[config.mk]
export PLATFORM = sky130hd
export DESIGN_NAME = registered_bus_transceiver_18b
export DESIGN_NICKNAME = d
export VERILOG_FILES = /design/src/inc/bus_transceiver_pkg.sv /design/src/rtl/registered_bus_transceiver_18b.sv
export VERILOG_INCLUDE_DIRS = /design/src /design/src/inc
export SDC_FILE = /design/constraint.sdc
export NUM_CORES = 1
export LEC_CHECK = 0
export BUFFER_PORTS_ARGS = -buffer_cell sky130_fd_sc_hd__buf_2
export CAP_MARGIN = 20
export CORE_UTILIZATION = 59
export DETAILED_ROUTE_END_ITERATION = 10
export PLACE_DENSITY_LB_ADDON = 0.12
export SYNTH_ARGS = -nofsm -noshare
export SYNTH_HDL_FRONTEND = slang
export SYNTH_SLANG_ARGS = --single-unit
[constraint.sdc]
create_clock -name clk_sys_in -period 16.9 [get_ports clk_sys_in]
set_input_delay 0.845 -clock clk_sys_in [delete_from_list [all_inputs] [get_ports clk_sys_in]]
set_output_delay 0.845 -clock clk_sys_in [all_outputs]
set_load 0.01 [all_outputs]
[src/inc/bus_transceiver_cfg.svh]
// Constants for the registered bus transceiver: widths, offsets, reset values.
// Assumes inclusion by its bare name from the package and the design file.
`ifndef BUS_TRANSCEIVER_CFG_SVH
`define BUS_TRANSCEIVER_CFG_SVH

`define XCVR_DATA_WIDTH      18
`define XCVR_PIPE_FIRST_CNT  3
`define XCVR_SYNC_STAGES     2
`define XCVR_ADDR_WIDTH      4
`define XCVR_REG_WIDTH       32

`define XCVR_OFF_CTRL        4'h0
`define XCVR_OFF_A_TO_B_DATA 4'h4
`define XCVR_OFF_B_TO_A_DATA 4'h8
`define XCVR_OFF_STATUS      4'hc

`define XCVR_CTRL_A_ALLOW    0
`define XCVR_CTRL_B_ALLOW    1
`define XCVR_CTRL_RESET      2'h3

// Idle control pin levels held in the synchronisers during reset: both
// output enables high, every clock low
`define XCVR_CTL_IDLE        8'h22

`endif

[src/inc/bus_transceiver_pkg.sv]
// Types shared by the registered bus transceiver and its bench.
// Assumes the constants header is on the include path.
`include "bus_transceiver_cfg.svh"

package bus_transceiver_pkg;

    // Control pins as they arrive from the outside buses
    typedef struct packed {
        logic a_to_b_clock;
        logic a_to_b_clock_enable_n;
        logic a_to_b_output_enable_n;
        logic b_to_a_first_stage_clock;
        logic b_to_a_final_stage_clock;
        logic b_to_a_clock_enable_n;
        logic b_to_a_output_enable_n;
        logic b_to_a_path_select_n;
    } ctl_pins_s;

    typedef logic [`XCVR_DATA_WIDTH-1:0] xcvr_data_t;

endpackage : bus_transceiver_pkg

[src/rtl/registered_bus_transceiver_18b.sv]
// Holds the whole transceiver. The bus clocks and controls arrive as pins and are
// sampled on clk_sys_in, so each must stay high and low for at least one
// system clock for an edge to be seen.
`timescale 1ns/100ps
`include "bus_transceiver_cfg.svh"

module registered_bus_transceiver_18b #(
    parameter int DATA_WIDTH = `XCVR_DATA_WIDTH,
    parameter int FIRST_CNT  = `XCVR_PIPE_FIRST_CNT
) (
    input  wire logic                            clk_sys_in,
    input  wire logic                            rst_in,
    input  wire logic                            ce_in,
    input  wire bus_transceiver_pkg::ctl_pins_s  ctl_in,
    input  wire logic [DATA_WIDTH-1:0]           a_in,
    output logic      [DATA_WIDTH-1:0]           a_out,
    output logic                                 a_oe_out,
    input  wire logic [DATA_WIDTH-1:0]           b_in,
    output logic      [DATA_WIDTH-1:0]           b_out,
    output logic                                 b_oe_out,
    input  wire logic [`XCVR_ADDR_WIDTH-1:0]     addr_in,
    input  wire logic [`XCVR_REG_WIDTH-1:0]      wdata_in,
    input  wire logic                            wr_in,
    input  wire logic                            rd_in,
    output logic      [`XCVR_REG_WIDTH-1:0]      rdata_out
);

    localparam int CTL_W = $bits(bus_transceiver_pkg::ctl_pins_s);

    // Synchronisers: the first stage of each is read by its second stage only
    bus_transceiver_pkg::ctl_pins_s      ctl_meta;
    bus_transceiver_pkg::ctl_pins_s      ctl;
    logic [DATA_WIDTH-1:0]               a_meta;
    logic [DATA_WIDTH-1:0]               a_pin;
    logic [DATA_WIDTH-1:0]               b_meta;
    logic [DATA_WIDTH-1:0]               b_pin;

    // Edge history of the three bus clocks and the capture strobes
    logic [2:0]                          clk_prev;
    logic                                a_to_b_rise;
    logic                                first_rise;
    logic                                final_rise;
    logic                                a_to_b_take;
    logic                                first_take;
    logic                                final_take;

    // Data storage
    logic [DATA_WIDTH-1:0]               a_to_b_reg;
    logic [DATA_WIDTH-1:0]               pipe [0:FIRST_CNT-1];
    logic [DATA_WIDTH-1:0]               b_to_a_reg;
    logic [DATA_WIDTH-1:0]               next_b_to_a;

    // Software side
    logic [1:0]                          ctrl;
    logic [`XCVR_REG_WIDTH-1:0]          next_rdata;

    // Control pins. Reset loads the idle levels rather than zeros: zeros
    // would read as both output enables asserted and drive the ports
    // while the real pin levels are still on their way in.
    always_ff @(posedge clk_sys_in or posedge rst_in)
    begin
        if (rst_in)
        begin
            ctl_meta <= `XCVR_CTL_IDLE;
            ctl      <= `XCVR_CTL_IDLE;
        end
        else if (ce_in)
        begin
            ctl_meta <= ctl_in;
            ctl      <= ctl_meta;
        end
    end

    // Port A data levels
    always_ff @(posedge clk_sys_in or posedge rst_in)
    begin
        if (rst_in)
        begin
            a_meta <= '0;
            a_pin  <= '0;
        end
        else if (ce_in)
        begin
            a_meta <= a_in;
            a_pin  <= a_meta;
        end
    end

    // Port B data levels
    always_ff @(posedge clk_sys_in or posedge rst_in)
    begin
        if (rst_in)
        begin
            b_meta <= '0;
            b_pin  <= '0;
        end
        else if (ce_in)
        begin
            b_meta <= b_in;
            b_pin  <= b_meta;
        end
    end

    // Edge detection looks only at the settled stage. The history resets to
    // the idle clock level, so no false edge follows reset.
    always_ff @(posedge clk_sys_in or posedge rst_in)
    begin
        if (rst_in)
        begin
            clk_prev <= '0;
        end
        else if (ce_in)
        begin
            clk_prev <= {ctl.a_to_b_clock,
                         ctl.b_to_a_first_stage_clock,
                         ctl.b_to_a_final_stage_clock};
        end
    end

    assign a_to_b_rise = ctl.a_to_b_clock & ~clk_prev[2];
    assign first_rise  = ctl.b_to_a_first_stage_clock & ~clk_prev[1];
    assign final_rise  = ctl.b_to_a_final_stage_clock & ~clk_prev[0];

    // A clock edge counts only while its direction's enable is low
    assign a_to_b_take = ce_in & a_to_b_rise & ~ctl.a_to_b_clock_enable_n;
    assign first_take  = ce_in & first_rise & ~ctl.b_to_a_clock_enable_n;
    assign final_take  = ce_in & final_rise & ~ctl.b_to_a_clock_enable_n;

    // Single A to B register
    always_ff @(posedge clk_sys_in or posedge rst_in)
    begin
        if (rst_in)
        begin
            a_to_b_reg <= '0;
        end
        else if (a_to_b_take)
        begin
            a_to_b_reg <= a_pin;
        end
    end

    // First three pipeline stages share the first-stage clock; the head
    // takes port B, every later stage takes the one before it
    genvar stage;
    generate
        for (stage = 0; stage < FIRST_CNT; stage++)
        begin : g_pipe
            if (stage == 0)
            begin : g_head
                always_ff @(posedge clk_sys_in or posedge rst_in)
                begin
                    if (rst_in)
                    begin
                        pipe[stage] <= '0;
                    end
                    else if (first_take)
                    begin
                        pipe[stage] <= b_pin;
                    end
                end
            end
            else
            begin : g_tail
                always_ff @(posedge clk_sys_in or posedge rst_in)
                begin
                    if (rst_in)
                    begin
                        pipe[stage] <= '0;
                    end
                    else if (first_take)
                    begin
                        pipe[stage] <= pipe[stage-1];
                    end
                end
            end
        end
    endgenerate

    // Select is sampled at the final-stage edge; low routes the pipeline tail.
    // When both edges land together the final stage takes the old tail.
    always_comb
    begin
        if (ctl.b_to_a_path_select_n)
        begin
            next_b_to_a = b_pin;
        end
        else
        begin
            next_b_to_a = pipe[FIRST_CNT-1];
        end
    end

    // Final B to A stage, the fourth stage in pipelined mode
    always_ff @(posedge clk_sys_in or posedge rst_in)
    begin
        if (rst_in)
        begin
            b_to_a_reg <= '0;
        end
        else if (final_take)
        begin
            b_to_a_reg <= next_b_to_a;
        end
    end

    // Software may withhold either driver; it never touches the data registers
    always_ff @(posedge clk_sys_in or posedge rst_in)
    begin
        if (rst_in)
        begin
            ctrl <= `XCVR_CTRL_RESET;
        end
        else if (ce_in && wr_in && addr_in == `XCVR_OFF_CTRL)
        begin
            ctrl <= wdata_in[1:0];
        end
    end

    // Readback mux; unmapped offsets read as zero
    always_comb
    begin
        next_rdata = '0;
        unique case (addr_in)
            `XCVR_OFF_CTRL:        next_rdata[1:0] = ctrl;
            `XCVR_OFF_A_TO_B_DATA: next_rdata[DATA_WIDTH-1:0] = a_to_b_reg;
            `XCVR_OFF_B_TO_A_DATA: next_rdata[DATA_WIDTH-1:0] = b_to_a_reg;
            `XCVR_OFF_STATUS:      next_rdata[CTL_W-1:0] = ctl;
            default:               next_rdata = '0;
        endcase
    end

    // While ce_in is high read data stand only in the cycle after each cycle of rd_in, so a stale word is never mistaken
    always_ff @(posedge clk_sys_in or posedge rst_in)
    begin
        if (rst_in)
        begin
            rdata_out <= '0;
        end
        else if (ce_in)
        begin
            rdata_out <= rd_in ? next_rdata : '0;
        end
    end

    // Data stay in flops; only the enables release the ports
    assign b_out    = a_to_b_reg;
    assign a_out    = b_to_a_reg;
    assign b_oe_out = ~ctl.a_to_b_output_enable_n & ctrl[`XCVR_CTRL_A_ALLOW];
    assign a_oe_out = ~ctl.b_to_a_output_enable_n & ctrl[`XCVR_CTRL_B_ALLOW];

endmodule : registered_bus_transceiver_18b

==> flow_metrics.tcl <==
set metrics [dict create \
    cts.path.max_buffers 3 \
    netlist_instances 542 \
    layout_commonest_cell "dfrtp_1" \
    grt_usage 0.222 \
    start_util 0.606 \
    endpoint_kind "register" \
    finalHoldViolations 0 \
    antenna_left 0 \
    finalCriticalPeriod_ns 3.13 \
    setup_ws_ns 13.77 \
    total_leakage_power_nw 4.27 \
    ios 155 \
    post-place-ws_ns 13.29 \
    dr_wl_met2_um 7180 \
    critPathRequiredTime_ns 17.25 \
    peakVddDrop_v 0.0000990 \
    rsz0062_at_grt "no" \
    vias_per_cell 5.55 \
    num_rows 42 \
    drtIter0Drc 301 \
    vias 4652 \
    gr-total-overflow 0 \
    wl_um 14900 \
    synth_area_mm2 0.00802 \
    min_from "b_meta[10]" \
    fmax_mhz 320 \
    period_share 0.185 \
    setup_viol 0 \
    critical_path_class "input pin to register" \
    die_w_um 119 \
    place.detailed.hpwl_um 9750 \
    first_pass_iters 5 \
    core-area_mm2 0.0132 \
    wl_met3_um 761 \
    most-common-layout-cells "dfrtp_1 (195), mux2_2 (167), buf_2 (109)" \
    worst_slew_pin_slew_ns 0.966 \
    cts_tree "yes" \
    grt_pass1_vias 4658 \
    numPortBuffers 110 \
    critPathMaxFanout 61 \
    crit_arrival_ns 3.48 \
    ctsHoldBuffers 0 \
    holdPathStages 1 \
    syn2layout_area_growth_pct 16.5 \
    gp_congestion 0.775 \
    max-cap-violations 0 \
    clk_latency_ns 0.48 \
    ys_ff_latch 201 \
    ctsResizeCount 0 \
    chipHeight_um 119 \
    worstHoldPathType "register to register" \
    crit-reg2reg-launch "ctl[2]" \
    skew_ns 0.0119 \
    drive_gt1_frac 0.497 \
    antenna_found_initial 0 \
    p_per_area_mw_per_mm2 154 \
    layout.nets 735 \
    fin_setup_tns_ns 0 \
    cts.sinks 201 \
    worstSetupStartpointType "input pin" \
    clkTransAtPathRegs_ns 0.06 \
    startpoint "ce_in" \
    grt_start_max_net_pins 121 \
    slew_headroom 0.355 \
    r2r_cells 3 \
    routedWlPerCell_um 17.7 \
    yosysUniqueCellTypes 27 \
    cts_buffers 21 \
    drv_slew 0 \
    diodes 0 \
    drc 0 \
    highest_layer "met4" \
    grt_pass1_wl_um 24600 \
    htree_levels 1 \
    post_cts_buffers 0 \
    fillerInstances 958 \
    dieArea_mm2 0.0141 \
    cts_root_buf "clkbuf_16" \
    met1_length_um 6620 \
    yosysWarnings 0 \
    yosysSeqAreaShare 0.628 \
    avgSynthCellArea_um2 14.8 \
    status "finished, final reports clean" \
]
==> flip-flops by register name (all words and copies together), names as in the netlist, 18 cells and up <==
| signal | count |
|---|---|
| pipe | 54 |
| a_meta | 18 |
| a_out | 18 |
| a_pin | 18 |
| b_meta | 18 |
| b_out | 18 |
| b_pin | 18 |
| rdata_out | 18 |
==> Yosys cell counts <==
master	number	area share
nand4_1	1	0.00078
buf_6	1	0.0014
clkbuf_1	4	0.0019
a22oi_1	10	0.0094
inv_1	22	0.010
buf_4	19	0.018
conb_1	1	0.00047
a32oi_1	3	0.0033
or2_2	1	0.00078
nand2_1	1	0.00047
o22ai_1	18	0.014
mux2i_1	18	0.022
nor2_1	20	0.0094
buf_2	20	0.012
nor2b_1	4	0.0031
nor3_4	1	0.0020
a222oi_1	3	0.0037
nor3b_1	1	0.00094
mux4_2	2	0.0056
nor4bb_1	3	0.0037
dfstp_2	6	0.020
o21ai_0	1	0.00062
a21oi_1	18	0.011
dfrtp_1	195	0.61
mux2_2	167	0.23
nand4bb_1	1	0.0014
buf_1	1	0.00047
==> worst max-delay path, stage by stage <==
cell and delay (ns):
buf_4 0.49, buf_4 0.74, nor4bb_4 0.31, buf_4 0.58
mux2_2 0.42
==> cell type report <==
type,instances,area (um2),area share
flip-flops and latches,201,5040,0.539
multi-input cells,287,2710,0.290
clock buffers,30,619,0.0663
repair buffers,117,618,0.0661
well taps,176,220,0.0236
inverters,22,90.1,0.00964
clock inverters,5,52.6,0.00562
==> power by group <==
part | switching (mW) | internal [mW] | total [mW]
Clock | 0.170 | 0.268 | 0.438
Sequential | 0.103 | 0.618 | 0.721
Combinational | 0.123 | 0.157 | 0.280
==> worst paths after layout <==
| path | end | slack, ns |
|---|---|---|
| min reg2reg | b_pin[10] | 0.49 |
| max reg2reg | pipe[10] | 15.01 |
| min | b_pin[10] | 0.49 |
| min in group asynchronous | b_meta[12] | 0.53 |
| max | pipe[10] | 13.77 |
| max in group asynchronous | ctrl[1] | 15.07 |
==> kinds of logic (layout without fill, tap and decap cells) <==
family	Yosys count	after routing	synth area share
AO/OA/AOI/OAI	53	53	0.0423
buffers and inverters	67	174	0.0443
flip-flops	201	201	0.628
multiplexers	187	187	0.262
other	1	14	0.000467
AND/OR/NAND/NOR	33	33	0.0226
==> metal layers <==
metal,vias to the layer above,global-route usage
met5,-,0
li1,2111,-
met4,0,0.0712
met3,22,0.0343
met2,129,0.357
met1,2390,0.313
==> through the flow <==
step	utilization	cells	instance area, um2	hold slack [ns]	power [mW]
after detailed placement	0.653	801	8650	0.490	1.01
after floorplan	-	555	8070	0.475	0.886
final	0.706	838	9350	0.495	1.44
after CTS	0.704	836	9320	0.503	1.45
after global placement	0.653	801	8650	0.481	0.989
after global routing	0.706	838	9350	0.516	1.51
No activity file was read; power rests on OpenSTA's default activity.
